## config.mk

```make
export PLATFORM = sky130hd
export DESIGN_NAME = ciwt_timer
export DESIGN_NICKNAME = d
export VERILOG_FILES = /design/src/rtl/ciwt_pkg.sv /design/src/rtl/ciwt_counter.sv /design/src/rtl/ciwt_timer.sv
export SDC_FILE = /design/constraint.sdc
export NUM_CORES = 1
export LEC_CHECK = 0
export BUFFER_PORTS_ARGS = -buffer_cell sky130_fd_sc_hd__buf_2
export CAP_MARGIN = 0
export CELL_PAD_IN_SITES_DETAIL_PLACEMENT = 1
export CELL_PAD_IN_SITES_GLOBAL_PLACEMENT = 2
export CORE_MARGIN = 1
export CORE_UTILIZATION = 38
export DETAILED_ROUTE_END_ITERATION = 16
export GPL_TIMING_DRIVEN = 0
export HOLD_SLACK_MARGIN = 0.06
export MAX_ROUTING_LAYER = met4
export PLACE_DENSITY = 0.89
export SLEW_MARGIN = 10
export SYNTH_ARGS = -nofsm -noshare
export SYNTH_HDL_FRONTEND = slang
export SYNTH_HIERARCHICAL = 1
export SYNTH_SLANG_ARGS = --single-unit
```

## constraint.sdc

```tcl
create_clock -name clock -period 5.2 [get_ports clock]
set_clock_uncertainty 0.1 [all_clocks]
set_input_delay 0.52 -clock clock [delete_from_list [all_inputs] [get_ports clock]]
set_output_delay 0.52 -clock clock [all_outputs]
set_load 0.02 [all_outputs]
```

## src/rtl/ciwt_pkg.sv

```systemverilog
// Shared constants and types for the configurable interval watchdog timer
package ciwt_pkg;

   localparam int HALF_W = 16;
   localparam int WORD_W = 32;
   localparam int CTL_W = 4;
   localparam int OPT_W = 5;

   typedef logic [HALF_W-1:0] ciwt_half_t;
   typedef logic [WORD_W-1:0] ciwt_word_t;
   typedef logic [CTL_W-1:0] ciwt_ctl_t;
   typedef logic [OPT_W-1:0] ciwt_opt_t;

   // Build option bit positions
   localparam int OPT_WR_PERIOD = 0;
   localparam int OPT_SNAPSHOT = 1;
   localparam int OPT_START_STOP = 2;
   localparam int OPT_PULSE = 3;
   localparam int OPT_WATCHDOG = 4;

   // Preset configurations
   localparam ciwt_opt_t CIWT_PRESET_SIMPLE = 5'h00;
   localparam ciwt_opt_t CIWT_PRESET_FULL = 5'h0f;
   localparam ciwt_opt_t CIWT_PRESET_WATCHDOG = 5'h10;

   // Control word fields
   localparam int CTL_IRQ_EN = 0;
   localparam int CTL_REPEAT = 1;
   localparam int CTL_START = 2;
   localparam int CTL_STOP = 3;

   // Status word fields
   localparam int STAT_EXPIRED = 0;

   // Default timeout period
   localparam int CLK_MHZ = 100;
   localparam int TIMEOUT_PERIOD_US = 1000;
   localparam int TIMEOUT_CYCLES = TIMEOUT_PERIOD_US * CLK_MHZ;
   localparam ciwt_word_t TIMEOUT_RELOAD = WORD_W'(TIMEOUT_CYCLES - 1);

   localparam ciwt_word_t WORD_ZERO = 32'h0000_0000;
   localparam ciwt_half_t HALF_ZERO = 16'h0000;

endpackage

```

## src/rtl/ciwt_counter.sv

```systemverilog
// Loadable down counter holding the live count
`timescale 1ns/10ps
module ciwt_counter #(
   parameter int W = 32,
   parameter logic [W-1:0] INIT = '0
) (
   input wire logic clock, // System clock
   input wire logic rstn, // Async reset, active low
   input wire logic load, // Load takes priority over decrement
   input wire logic [W-1:0] load_val, // Value to load
   input wire logic dec, // Decrement by one
   output logic [W-1:0] count_r, // Live count
   output logic at_zero // Count is zero
);

   logic [W-1:0] count_nxt;

   assign count_nxt = load ? load_val : (dec ? count_r - 1'b1 : count_r);
   assign at_zero = (count_r == '0);

   always_ff @(posedge clock or negedge rstn) begin
      if (!rstn) begin
         count_r <= INIT;
      end else begin
         count_r <= count_nxt;
      end
   end

endmodule

```

## src/rtl/ciwt_timer.sv

```systemverilog
// Configurable interval watchdog timer, top level
`timescale 1ns/10ps
module ciwt_timer
   import ciwt_pkg::*;
#(
   parameter ciwt_pkg::ciwt_opt_t OPTIONS = ciwt_pkg::CIWT_PRESET_FULL,
   parameter ciwt_pkg::ciwt_word_t DEFAULT_PERIOD = ciwt_pkg::TIMEOUT_RELOAD
) (
   input wire logic clock, // System clock, 100 MHz
   input wire logic rstn, // Async reset, active low
   input wire logic period_lo_wr, // Write strobe, low period half
   input wire logic period_hi_wr, // Write strobe, high period half
   input wire ciwt_pkg::ciwt_half_t period_wdata, // Period half data
   input wire logic snap_req, // Capture count strobe
   input wire logic ctrl_wr, // Control write strobe
   input wire ciwt_pkg::ciwt_ctl_t ctrl_wdata, // Control write data
   input wire logic status_wr, // Status write strobe
   input wire ciwt_pkg::ciwt_half_t status_wdata, // Status write data
   output ciwt_pkg::ciwt_word_t period_q, // Period, period minus one
   output ciwt_pkg::ciwt_word_t snap_q, // Captured count
   output logic expired_flag, // Sticky timeout flag
   output logic running, // Counter is running
   output logic irq_enable_bit, // Interrupt enable
   output logic repeat_mode_bit, // Continuous count mode
   output logic irq, // Interrupt request, level
   output logic timeout_pulse, // One clock at each zero
   output logic reset_request // One clock at watchdog zero
);

   import ciwt_pkg::*;

   // Build option decode
   localparam bit HAS_WR = OPTIONS[OPT_WR_PERIOD];
   localparam bit HAS_SNAP = OPTIONS[OPT_SNAPSHOT];
   localparam bit HAS_SS = OPTIONS[OPT_START_STOP];
   localparam bit HAS_PULSE = OPTIONS[OPT_PULSE];
   localparam bit HAS_WD = OPTIONS[OPT_WATCHDOG];
   // Without start/stop or watchdog nothing may ever halt the count
   localparam bit FREE_RUN = !HAS_SS && !HAS_WD;
   localparam bit RUN_INIT = FREE_RUN;

   ciwt_word_t period_r, period_nxt, period_merge;
   ciwt_word_t snap_r, snap_nxt;
   ciwt_word_t count;
   logic at_zero;
   logic running_r, running_nxt;
   logic expired_r, expired_nxt;
   logic irq_en_r, irq_en_nxt;
   logic repeat_r, repeat_nxt;
   logic irq_r, irq_nxt;
   logic pulse_r, pulse_nxt;
   logic rst_req_r, rst_req_nxt;
   logic [1:0] half_wr;
   logic period_wr, kick, zero_hit, repeat_eff;
   logic start_wr, stop_wr, flag_clr, cnt_load, cnt_dec;

   // Write decode
   assign half_wr = {period_hi_wr, period_lo_wr};
   assign period_wr = period_lo_wr || period_hi_wr;
   // Start exists whenever the watchdog does
   assign start_wr = ctrl_wr && ctrl_wdata[CTL_START]
                     && (HAS_SS || HAS_WD);
   // Stop is dead in a watchdog: it can never halt a started counter
   assign stop_wr = ctrl_wr && ctrl_wdata[CTL_STOP]
                    && HAS_SS && !HAS_WD;
   assign flag_clr = status_wr && !status_wdata[STAT_EXPIRED];

   // Period halves
   genvar h;
   generate
      for (h = 0; h < 2; h++) begin : g_half
         assign period_merge[h*HALF_W +: HALF_W] =
            half_wr[h] ? period_wdata : period_r[h*HALF_W +: HALF_W];
      end
   endgenerate

   // Watchdog ignores the data; writes only kick
   assign period_nxt = (HAS_WR && !HAS_WD && period_wr)
                       ? period_merge : period_r;
   assign kick = period_wr && (HAS_WR || HAS_WD);

   // Counting
   assign zero_hit = running_r && at_zero;
   // Watchdog and free-run builds never stop themselves at zero
   assign repeat_eff = repeat_r || FREE_RUN || HAS_WD;
   assign cnt_load = zero_hit || kick;
   assign cnt_dec = running_r && !at_zero;

   assign running_nxt = FREE_RUN ? 1'b1
                      : stop_wr ? 1'b0
                      : start_wr ? 1'b1
                      : (zero_hit && !repeat_eff) ? 1'b0
                      : running_r;

   // Set wins over a clear in the same cycle
   assign expired_nxt = zero_hit || (expired_r && !flag_clr);
   assign irq_en_nxt = ctrl_wr ? ctrl_wdata[CTL_IRQ_EN] : irq_en_r;
   assign repeat_nxt = ctrl_wr ? ctrl_wdata[CTL_REPEAT] : repeat_r;
   assign irq_nxt = expired_nxt && irq_en_nxt;
   assign pulse_nxt = zero_hit && HAS_PULSE;
   assign rst_req_nxt = zero_hit && HAS_WD;
   assign snap_nxt = (HAS_SNAP && snap_req) ? count : snap_r;

   ciwt_counter #(
      .W(WORD_W),
      .INIT(DEFAULT_PERIOD)
   ) u_counter (
      .clock(clock),
      .rstn(rstn),
      .load(cnt_load),
      .load_val(period_nxt),
      .dec(cnt_dec),
      .count_r(count),
      .at_zero(at_zero)
   );

   always_ff @(posedge clock or negedge rstn) begin
      if (!rstn) begin
         period_r <= DEFAULT_PERIOD;
         snap_r <= WORD_ZERO;
      end else begin
         period_r <= period_nxt;
         snap_r <= snap_nxt;
      end
   end

   always_ff @(posedge clock or negedge rstn) begin
      if (!rstn) begin
         running_r <= RUN_INIT;
         expired_r <= 1'b0;
         irq_en_r <= 1'b0;
         repeat_r <= 1'b0;
      end else begin
         running_r <= running_nxt;
         expired_r <= expired_nxt;
         irq_en_r <= irq_en_nxt;
         repeat_r <= repeat_nxt;
      end
   end

   always_ff @(posedge clock or negedge rstn) begin
      if (!rstn) begin
         irq_r <= 1'b0;
         pulse_r <= 1'b0;
         rst_req_r <= 1'b0;
      end else begin
         irq_r <= irq_nxt;
         pulse_r <= pulse_nxt;
         rst_req_r <= rst_req_nxt;
      end
   end

   assign period_q = period_r;
   assign snap_q = snap_r;
   assign expired_flag = expired_r;
   assign running = running_r;
   assign irq_enable_bit = irq_en_r;
   assign repeat_mode_bit = repeat_r;
   assign irq = irq_r;
   assign timeout_pulse = pulse_r;
   assign reset_request = rst_req_r;
endmodule

```

==> flow_summary_export.csv, run 1 <==
group,metric,value,unit
sta,rsz0062_at_grt,"false",
detailed_routing,first_pass_iters,4,
run_status,status,"complete, no violations",
sta,hold_violations,0,
detailed_routing,drtIter0Drc,199,
clocking,post-cts-setup-buffer-count,0,
placed_design,pre_cts_ws,0.996,ns
grt,grt_usage,22.2,%
sta,min_period_over_period,82.9,%
die,rows,40,
critical_path,cp.required,5.36,ns
clocking,post_cts_resized,0,
power,vdd_ir_drop_max,0.171,mV
finish,finalNetCount,531,
placed_design,io_buffer_count,94,
yosys,yosysTopAreaCell,"dfrtp_1",
clocking,clk_latency,0.35,ns
yosys,synthCells,381,
critical_path,worstSetupEndpointType,"flip-flop",
sta,tns,0,ns
critical_path,crit_buf_inv,4,
detailed_routing,drc,0,
sta,slew_headroom,33.8,%
yosys,synth.top_cell.area_share,42.2,%
placed_design,dpl.hpwl,9.53,mm
clocking,clock-sinks,102,
power,p_leak,0.00264,uW
finish,diodes,0,
sta,fmax,0.232,GHz
sta,slew_violations,0,
yosys,synth_edf_count,0,
critical_path,cp_slowest_cell,"nor4_1",
die,io_pins,114,
finish,synthToLayoutAreaGrowth,21.8,%
sta,setup_ws,0.890,ns
critical_path,crit_arrival,4.47,ns
sta,finalSetupViolCount,0,
critical_path,path_class,"flip-flop to flip-flop",
finish,layout_common_cells,"buf_2, dfrtp_1, mux2_4, nor2_1, nand2_1",
grt,antenna_found_initial,0,
detailed_routing,ant_nets,0,
yosys,ys_async_sr_fraction,100,%
clocking,clockBufferDepth,2,
critical_path,worstSetupStartpointType,"flip-flop",
yosys,synth_warnings,6,
die,core_area,12300,um^2
finish,fill_cells,1352,
yosys,ys_top_cells_by_area,"dfrtp_1, mux2_4, dfstp_2",
yosys,synth.ff_latch_count,102,
critical_path,critical_path.max_stage_delay,0.55,ns
critical_path,cp_top_family,"simple AND/OR/NAND/NOR gates",
grt,grt_max_degree,54,
finish,final_common_cell,"buf_2",
sta,period_minus_slack,4.31,ns
detailed_routing,vias,3536,
die,start_util,39.7,%
clocking,cts.root.buffer_cell,"clkbuf_16",
clocking,tritoncts,"built",
clocking,clkSlewWorstSetupHoldPaths,0.07,ns
yosys,ys_seq_area_share,53.0,%
grt,grt_pass1_vias,4010,
yosys,syn_area,4870,um^2
clocking,hold_buffers,0,
detailed_routing,wl_per_cell,20.1,um
clocking,h-tree-depth,3,
clocking,cts_made_buffers,9,
placed_design,place.gp.congestion,0.814,
detailed_routing,vias_per_cell,5.36,
min_path,hold_path.class,"primary input to asynchronous set/reset pin",
grt,grt_overflow,0,
finish,fin_area,5930,um^2
die,die_width,115,um
power,pwr_density_cell,380,nW/um^2
yosys,syn_avg_cell_area,12.8,um^2
detailed_routing,wl,13.3,mm
finish,multi_input_area,2060,um^2
finish,layout-drive-gt1-share,43.7,%
run,cap_violations,0,
critical_path,worstPathCellList,"nor4_1 > nand4_1 > clkbuf_1 > nor3_1 > and2_1 > or3_1 > clkbuf_1 > clkbuf_1 > clkbuf_1 > nand2_1 > o21ai_0",
die,fp.dieArea,13300,um^2
critical_path,path_max_fanout,10,
die,die_h,115,um
yosys,ys_types,46,
placed_design,placed_area,5580,um^2
finish,seqCellArea,2580,um^2
yosys,syn-num-nets,425,
critical_path,critPathMostFrequentCell,"clkbuf_1",
sta,max_slew.worst_pin.slew,0.984,ns
yosys,ys.flop_type,"dfrtp_1",
grt,grt_pass1_wl,21.2,mm
-- cells by family after synthesis --
| group | share of synthesized area (%) |
|---|---|
| AND/OR/NAND/NOR | 13.5 |
| flip-flops | 53.0 |
| multiplexers | 19.4 |
| AO/OA/AOI/OAI | 7.17 |
| buffers and inverters | 4.68 |
| XOR/XNOR | 1.98 |
| adder cells (fa/ha/maj) | 0.257 |
| other | 0.0771 |
-- routing by layer --
| metal | GRT usage (%) | wire length, um | vias up |
|---|---|---|---|
| met5 | - | 0 | - |
| met4 | 9.18 | 303 | 0 |
| met3 | 4.27 | 611 | 24 |
| met2 | 35.4 | 6360 | 110 |
| met1 | 27.6 | 6010 | 1791 |
| li1 | - | - | 1611 |
-- cells in the mapped netlist, types with 4 or more instances --
cell and count:
nor2_1 25, nor4_1 6, nand3_1 6, buf_12 5, dfstp_2 20, or3_1 6
mux2_2 17, o31ai_1 13, nand2_1 23, a31oi_1 16, nor3_1 7, or2_2 4
a21oi_1 4, or4_1 19, xor2_1 4, o21ai_0 17, clkbuf_1 8, xnor2_1 7
mux2_4 50, dfrtp_1 82, nand4_1 6
-- final timing paths --
check / from / slack (ns) / cells past startpoint / to
worst max-delay path: u_counter/count_r[21]$_DFFE_PN0P_ / 0.89 / 11 / u_counter/count_r[8]$_DFFE_PN0P_
worst min-delay path: rstn / 0.10 / 1 / timeout_pulse$_DFF_PN0_
worst max register to register: u_counter/count_r[21]$_DFFE_PN0P_ / 0.89 / 11 / u_counter/count_r[8]$_DFFE_PN0P_
worst min register to register: snap_q[23]$_DFFE_PN0P_ / 0.41 / 1 / snap_q[23]$_DFFE_PN0P_
max in group asynchronous: rstn / 4.15 / 2 / u_counter/count_r[7]$_DFFE_PN1P_
min in group clock: ctrl_wdata[3] / 0.24 / 2 / running$_DFFE_PN0P_
-- stage by stage --
step	instances	utilization (%)	hold slack (ns)	power [uW]
final	660	48.3	0.102	2250
after floorplan	381	-	0.124	1300
after global placement	643	45.2	0.382	1460
after CTS	660	48.3	0.118	2280
after global routing	660	48.3	0.153	2350
after detailed placement	644	45.5	0.392	1490
-- sequential cells by signal, indices dropped and copies added (netlist names) --
signal             count
running                1
irq                    1
snap_q                32
u_counter/count_r     32
period_q              32
timeout_pulse          1
repeat_mode_bit        1
expired_flag           1
irq_enable_bit         1
-- where the power goes --
part | leakage [uW] | internal (uW) | switching [uW]
logic | 0.00129 | 209 | 260
registers | 0.00117 | 911 | 92.9
clock network | 0.000170 | 497 | 284
total | 0.00264 | 1620 | 637
-- final cells by class --
type	count	share of cell area, %
Clock buffer	13	4.39
Tap cell	168	3.55
Timing Repair Buffer	95	8.44
Inverter	4	0.253
Sequential cell	102	43.5
Clock inverter	3	1.52
Buffer	21	3.59
Multi-Input combinational cell	254	34.8
-- worst register-to-register path, stage by stage (launching register included) --
cell and delay [ns]:
dfrtp_1 0.45, nor4_1 0.55, nand4_1 0.34, clkbuf_1 0.31
nor3_1 0.53, and2_1 0.28, or3_1 0.12, clkbuf_1 0.33
clkbuf_1 0.46, clkbuf_1 0.47, nand2_1 0.16, o21ai_0 0.12
No activity file was read; power rests on OpenSTA's default activity.
==> run 2: changes to the inputs <==
--- a/config.mk
+++ b/config.mk
@@ -10,12 +10,12 @@
 export CELL_PAD_IN_SITES_DETAIL_PLACEMENT = 1
 export CELL_PAD_IN_SITES_GLOBAL_PLACEMENT = 2
 export CORE_MARGIN = 1
-export CORE_UTILIZATION = 38
+export CORE_UTILIZATION = 36
 export DETAILED_ROUTE_END_ITERATION = 16
 export GPL_TIMING_DRIVEN = 0
 export HOLD_SLACK_MARGIN = 0.06
 export MAX_ROUTING_LAYER = met4
-export PLACE_DENSITY = 0.89
+export PLACE_DENSITY = 0.86
 export SLEW_MARGIN = 10
 export SYNTH_ARGS = -nofsm -noshare
 export SYNTH_HDL_FRONTEND = slang
==> constraint.sdc (replaced) <==
create_clock -name clock -period 4.05 [get_ports clock]
set_clock_uncertainty 0.1 [all_clocks]
set_input_delay 0.405 -clock clock [delete_from_list [all_inputs] [get_ports clock]]
set_output_delay 0.405 -clock clock [all_outputs]
set_load 0.02 [all_outputs]
==> flow_summary_export.csv, run 2 (synthesized netlist as in run 1, its figures left out) <==
group,metric,value,unit
run_status,status,"complete, no violations",
detailed_routing,drtIter0Drc,234,
power,p_leak,0.00262,uW
finish,synthToLayoutAreaGrowth,21.7,%
die,start_util,36.9,%
detailed_routing,first_pass_iters,4,
sta,slew_violations,0,
power,pwr_density_cell,462,nW/um^2
clocking,tritoncts,"built",
detailed_routing,vias_per_cell,5.28,
critical_path,crit_arrival,3.88,ns
sta,setup_ws,0.324,ns
detailed_routing,wl_per_cell,19.7,um
detailed_routing,topRoutingLayerUsed,"met4",
placed_design,pre_cts_ws,-0.0879,ns
critical_path,r2r-end,"u_counter/count_r[18]$_DFFE_PN0P_",
clocking,clk_latency,0.35,ns
critical_path,worstSetupStartpointType,"flip-flop",
finish,layout-drive-gt1-share,44.8,%
clocking,clock-sinks,102,
sta,slew_headroom,57.5,%
min_path,min_path_cells,2,
detailed_routing,m1WireLength,6.02,mm
grt,grt_pass1_vias,3826,
critical_path,worstSetupEndpointType,"flip-flop",
grt,grt_max_degree,57,
finish,finalNetCount,532,
min_path,hold_path_startpoint,"ctrl_wdata[3]",
clocking,cts_made_buffers,9,
finish,final_common_cell,"buf_2",
sta,hold_slack,0.133,ns
critical_path,rr_worst_depth,10,
placed_design,io_buffer_count,94,
detailed_routing,ant_nets,0,
sta,tns,0,ns
critical_path,path_class,"flip-flop to flip-flop",
critical_path,cp.required,4.21,ns
sta,period_minus_slack,3.73,ns
min_path,holdPathEnd,"running$_DFFE_PN0P_",
sta,hold_violations,0,
clocking,clockBufferDepth,2,
detailed_routing,wl,13.2,mm
die,io_pins,114,
sta,finalSetupViolCount,0,
sta,fmax,0.268,GHz
sta,min_period_over_period,92.0,%
placed_design,place.gp.congestion,0.814,
grt,grt_usage,20.6,%
grt,antenna_found_initial,0,
grt,grt_overflow,0,
critical_path,path_max_fanout,10,
min_path,hold_path.class,"primary input to flip-flop",
placed_design,dpl.hpwl,9.33,mm
detailed_routing,vias,3532,
clocking,h-tree-depth,3,
critical_path,ff2ff_setup_slack,0.32,ns
clocking,cts.root.buffer_cell,"clkbuf_16",
finish,layout_common_cells,"buf_2, dfrtp_1, mux2_4, nor2_1, nand2_1",
power,vdd_ir_drop_max,0.266,mV
clocking,clkSlewWorstSetupHoldPaths,0.07,ns
die,die_width,118,um
detailed_routing,drc,0,
detailed_routing,wl_met3,786,um
die,die_h,118,um
run,cap_violations,0,
finish,final_core_util,44.9,%
critical_path,timing.rr.start,"u_counter/count_r[15]$_DFFE_PN1P_",
detailed_routing,route.met2.wl,6.14,mm
die,rows,42,
sta,max_slew.worst_pin.slew,0.635,ns
sta,rsz0062_at_grt,"false",
die,fp.dieArea,14000,um^2
finish,diodes,0,
die,core_area,13200,um^2
grt,grt_pass1_wl,21.5,mm
==> run 2: per-layer routing <==
metal / up-vias / global-route usage (%)
met4: 0 / 5.21
met1: 1783 / 27.1
met3: 13 / 5.21
li1: 1611 / -
met2: 125 / 31.8
met5: - / -
==> run 2: what timing repair did <==
item | in CTS | in global routing
endpoints found under the setup margin | 10 | 26
hold endpoints to repair | 33 | 0
gates cloned | 0 | 0
setup buffers | 0 | 0
hold buffers | 1 | 0
resized for setup | 1 | 5
==> run 2: worst max path at each step <==
stage                     cells past startpoint                                end                              start  slack (ns)
after floorplan                              10  u_counter/count_r[31]$_DFFE_PN0P_  u_counter/count_r[24]$_DFFE_PN0P_        0.99
after global placement                       11   u_counter/count_r[8]$_DFFE_PN0P_  u_counter/count_r[14]$_DFFE_PN0P_       -0.11
after detailed placement                     11   u_counter/count_r[8]$_DFFE_PN0P_  u_counter/count_r[14]$_DFFE_PN0P_       -0.09
after CTS                                    11  u_counter/count_r[31]$_DFFE_PN0P_  u_counter/count_r[14]$_DFFE_PN0P_       0.001
after global routing                         11  u_counter/count_r[31]$_DFFE_PN0P_  u_counter/count_r[14]$_DFFE_PN0P_        0.06
final                                        10  u_counter/count_r[18]$_DFFE_PN0P_  u_counter/count_r[15]$_DFFE_PN1P_        0.32
==> run 2: where the power goes <==
part	internal (uW)	total (uW)	leakage [uW]	switching [uW]
Combinational	271	602	0.00131	331
Sequential	1170	1290	0.00117	122
Clock	466	845	0.000142	379
Total	1910	2740	0.00262	832
==> run 2: critical path, cell delays in order, from the launching register on <==
cell      delay (ns)
dfstp_2         0.60
nor3_2          0.09
nand4_1         0.21
clkbuf_1        0.39
nor3_2          0.15
nor2b_1         0.38
nand3b_1        0.30
or4_1           0.47
buf_2           0.21
or4b_1          0.51
a31oi_1         0.22
==> run 2: per-stage QoR <==
step | power [uW] | area [um^2] | cells
5_1_grt | 2870 | 5920 | 669
2_1_floorplan | 1670 | 4870 | 381
4_1_cts | 2760 | 5890 | 669
6_report | 2740 | 5920 | 669
3_3_place_gp | 1880 | 5560 | 651
3_5_place_dp | 1900 | 5590 | 652
==> run 2: cell type report <==
| type | count | area [um^2] |
|---|---|---|
| Buffer | 21 | 214 |
| Clock buffer | 13 | 270 |
| Clock inverter | 3 | 17.5 |
| Fill cell | 1435 | 7270 |
| Inverter | 4 | 15.0 |
| Multi-Input combinational cell | 254 | 2090 |
| Sequential cell | 102 | 2580 |
| Tap cell | 176 | 220 |
| Timing Repair Buffer | 96 | 514 |
==> run 3: changes to the inputs <==
--- a/config.mk
+++ b/config.mk
@@ -7,15 +7,15 @@
 export LEC_CHECK = 0
 export BUFFER_PORTS_ARGS = -buffer_cell sky130_fd_sc_hd__buf_2
 export CAP_MARGIN = 0
-export CELL_PAD_IN_SITES_DETAIL_PLACEMENT = 1
-export CELL_PAD_IN_SITES_GLOBAL_PLACEMENT = 2
+export CELL_PAD_IN_SITES_DETAIL_PLACEMENT = 0
+export CELL_PAD_IN_SITES_GLOBAL_PLACEMENT = 1
 export CORE_MARGIN = 1
-export CORE_UTILIZATION = 36
+export CORE_UTILIZATION = 46
 export DETAILED_ROUTE_END_ITERATION = 16
 export GPL_TIMING_DRIVEN = 0
 export HOLD_SLACK_MARGIN = 0.06
 export MAX_ROUTING_LAYER = met4
-export PLACE_DENSITY = 0.86
+export PLACE_DENSITY = 0.9
 export SLEW_MARGIN = 10
 export SYNTH_ARGS = -nofsm -noshare
 export SYNTH_HDL_FRONTEND = slang
==> constraint.sdc (replaced) <==
create_clock -name clock -period 4.8 [get_ports clock]
set_clock_uncertainty 0.1 [all_clocks]
set_input_delay 0.48 -clock clock [delete_from_list [all_inputs] [get_ports clock]]
set_output_delay 0.48 -clock clock [all_outputs]
set_load 0.02 [all_outputs]
==> flow_summary_export.csv, run 3 (synthesized netlist as in run 1, its figures left out) <==
group,metric,value,unit
detailed_routing,ant_nets,0,
finish,diodes,0,
grt,antenna_found_initial,0,
clocking,cts_made_buffers,9,
sta,rsz0062_at_grt,"false",
detailed_routing,first_pass_iters,4,
detailed_routing,wl_per_cell,18.3,um
detailed_routing,wl,11.5,mm
clocking,cts.root.buffer_cell,"clkbuf_8",
sta,period_minus_slack,4.04,ns
sta,tns,0,ns
clocking,clock-sinks,102,
grt,grt_overflow,0,
critical_path,path_class,"flip-flop to flip-flop",
die,core_area,10300,um^2
sta,max_slew.worst_pin.slew,0.940,ns
sta,hold_violations,0,
grt,grt_usage,22.7,%
die,io_pins,114,
clocking,clkSlewWorstSetupHoldPaths,0.09,ns
critical_path,ff2ff_setup_slack,0.76,ns
critical_path,path_max_fanout,10,
grt,grt_pass1_vias,3599,
die,fp.dieArea,11000,um^2
finish,finalNonFillerCells,629,
run,cap_violations,0,
grt,grt_max_degree,53,
finish,finalNetCount,532,
finish,fill_cells,931,
critical_path,cp.required,4.98,ns
finish,layout-drive-gt1-share,43.6,%
clocking,post-cts-setup-buffer-count,0,
critical_path,crit_arrival,4.23,ns
min_path,hold_path.class,"primary input to flip-flop",
sta,slew_violations,0,
placed_design,place.gp.congestion,0.925,
die,die_width,105,um
sta,min_period_over_period,84.3,%
die,die_h,105,um
run_status,status,"complete, no violations",
die,rows,37,
clocking,clk_latency,0.36,ns
detailed_routing,vias_per_cell,5.55,
power,pwr_density_cell,364,nW/um^2
detailed_routing,vias,3494,
clocking,h-tree-depth,3,
finish,layout_common_cells,"buf_2, dfrtp_1, mux2_4, nor2_1, nand2_1",
placed_design,io_buffer_count,94,
power,vdd_ir_drop_max,0.184,mV
power,p_leak,0.00256,uW
sta,slew_headroom,37.1,%
critical_path,worstSetupStartpointType,"flip-flop",
clocking,clockBufferDepth,2,
critical_path,worstSetupEndpointType,"flip-flop",
placed_design,dpl.hpwl,8.10,mm
sta,fmax,0.247,GHz
die,start_util,47.3,%
grt,grt_pass1_wl,18.9,mm
placed_design,dp.cells,612,
sta,finalSetupViolCount,0,
clocking,tritoncts,"built",
detailed_routing,drc,0,
detailed_routing,drtIter0Drc,225,
finish,final_common_cell,"buf_2",
finish,synthToLayoutAreaGrowth,17.7,%
run 3: changes by cell type in the layout (fill, tap and decap cells not counted), sizes merged:
cell,previous run,this run
clkinvlp,1,2
clkinv,3,2
run 3: final timing paths:
path	startpoint	to	depth (start not counted)
setup reg to reg	u_counter/count_r[14]$_DFFE_PN0P_	u_counter/count_r[8]$_DFFE_PN0P_	11
hold reg to reg	expired_flag$_DFF_PN0_	expired_flag$_DFF_PN0_	1
max in group asynchronous	rstn	period_q[1]$_DFF_PN1_	3
setup / recovery	u_counter/count_r[14]$_DFFE_PN0P_	u_counter/count_r[8]$_DFFE_PN0P_	11
min in group asynchronous	rstn	period_q[11]$_DFF_PN0_	2
hold / removal	ctrl_wdata[3]	running$_DFFE_PN0P_	2
run 3: critical path: stages (launching register included):
cell and delay, ns:
dfrtp_1 0.48, nor3_1 0.45, nand4_1 0.31, clkbuf_1 0.29, nor3_1 0.48, and2_1 0.27, or3_1 0.12, clkbuf_1 0.35
clkbuf_1 0.43, clkbuf_1 0.44, nand2_1 0.13, o21ai_0 0.10
run 3: final cells by class:
type,instances,area (um^2),area share [%]
plain buffers,21,213,3.72
clock buffers,13,159,2.78
clock inverters,3,20.0,0.350
inverters,4,15.0,0.262
multi-input cells,254,2060,36.0
flip-flops and latches,102,2580,45.0
well taps,136,170,2.97
repair buffers,96,510,8.92
run 3: what timing repair did:
item | in CTS | in global routing
endpoints found under the hold margin | 12 | 0
resized for setup | 0 | 0
hold buffers | 1 | 0
run 3: metal layers:
layer	up-vias	global-route usage, %	wire length (um)
li1	1608	-	-
met1	1743	32.0	5390
met2	128	33.9	5230
met3	15	3.24	692
met4	0	7.14	215
met5	-	-	0
run 3: power breakdown:
part | internal [uW] | total, uW | switching (uW) | leakage (uW)
clock | 217 | 507 | 289 | 0.0000857
combinational | 226 | 497 | 270 | 0.00130
sequential | 985 | 1080 | 98.3 | 0.00117
total | 1430 | 2090 | 658 | 0.00256
run 3: through the flow:
step                utilization [%]  cell area [um^2]  power (uW)  hold slack, ns  worst slack (ns)
floorplan                         -              4870        1410          0.0844              1.74
global placement               53.6              5510        1580           0.379             0.841
detailed placement             53.9              5540        1590           0.378             0.821
CTS                            55.7              5730        2100           0.187             0.767
global route                   55.7              5730        2190           0.212             0.429
finish                         55.7              5730        2090           0.196             0.756
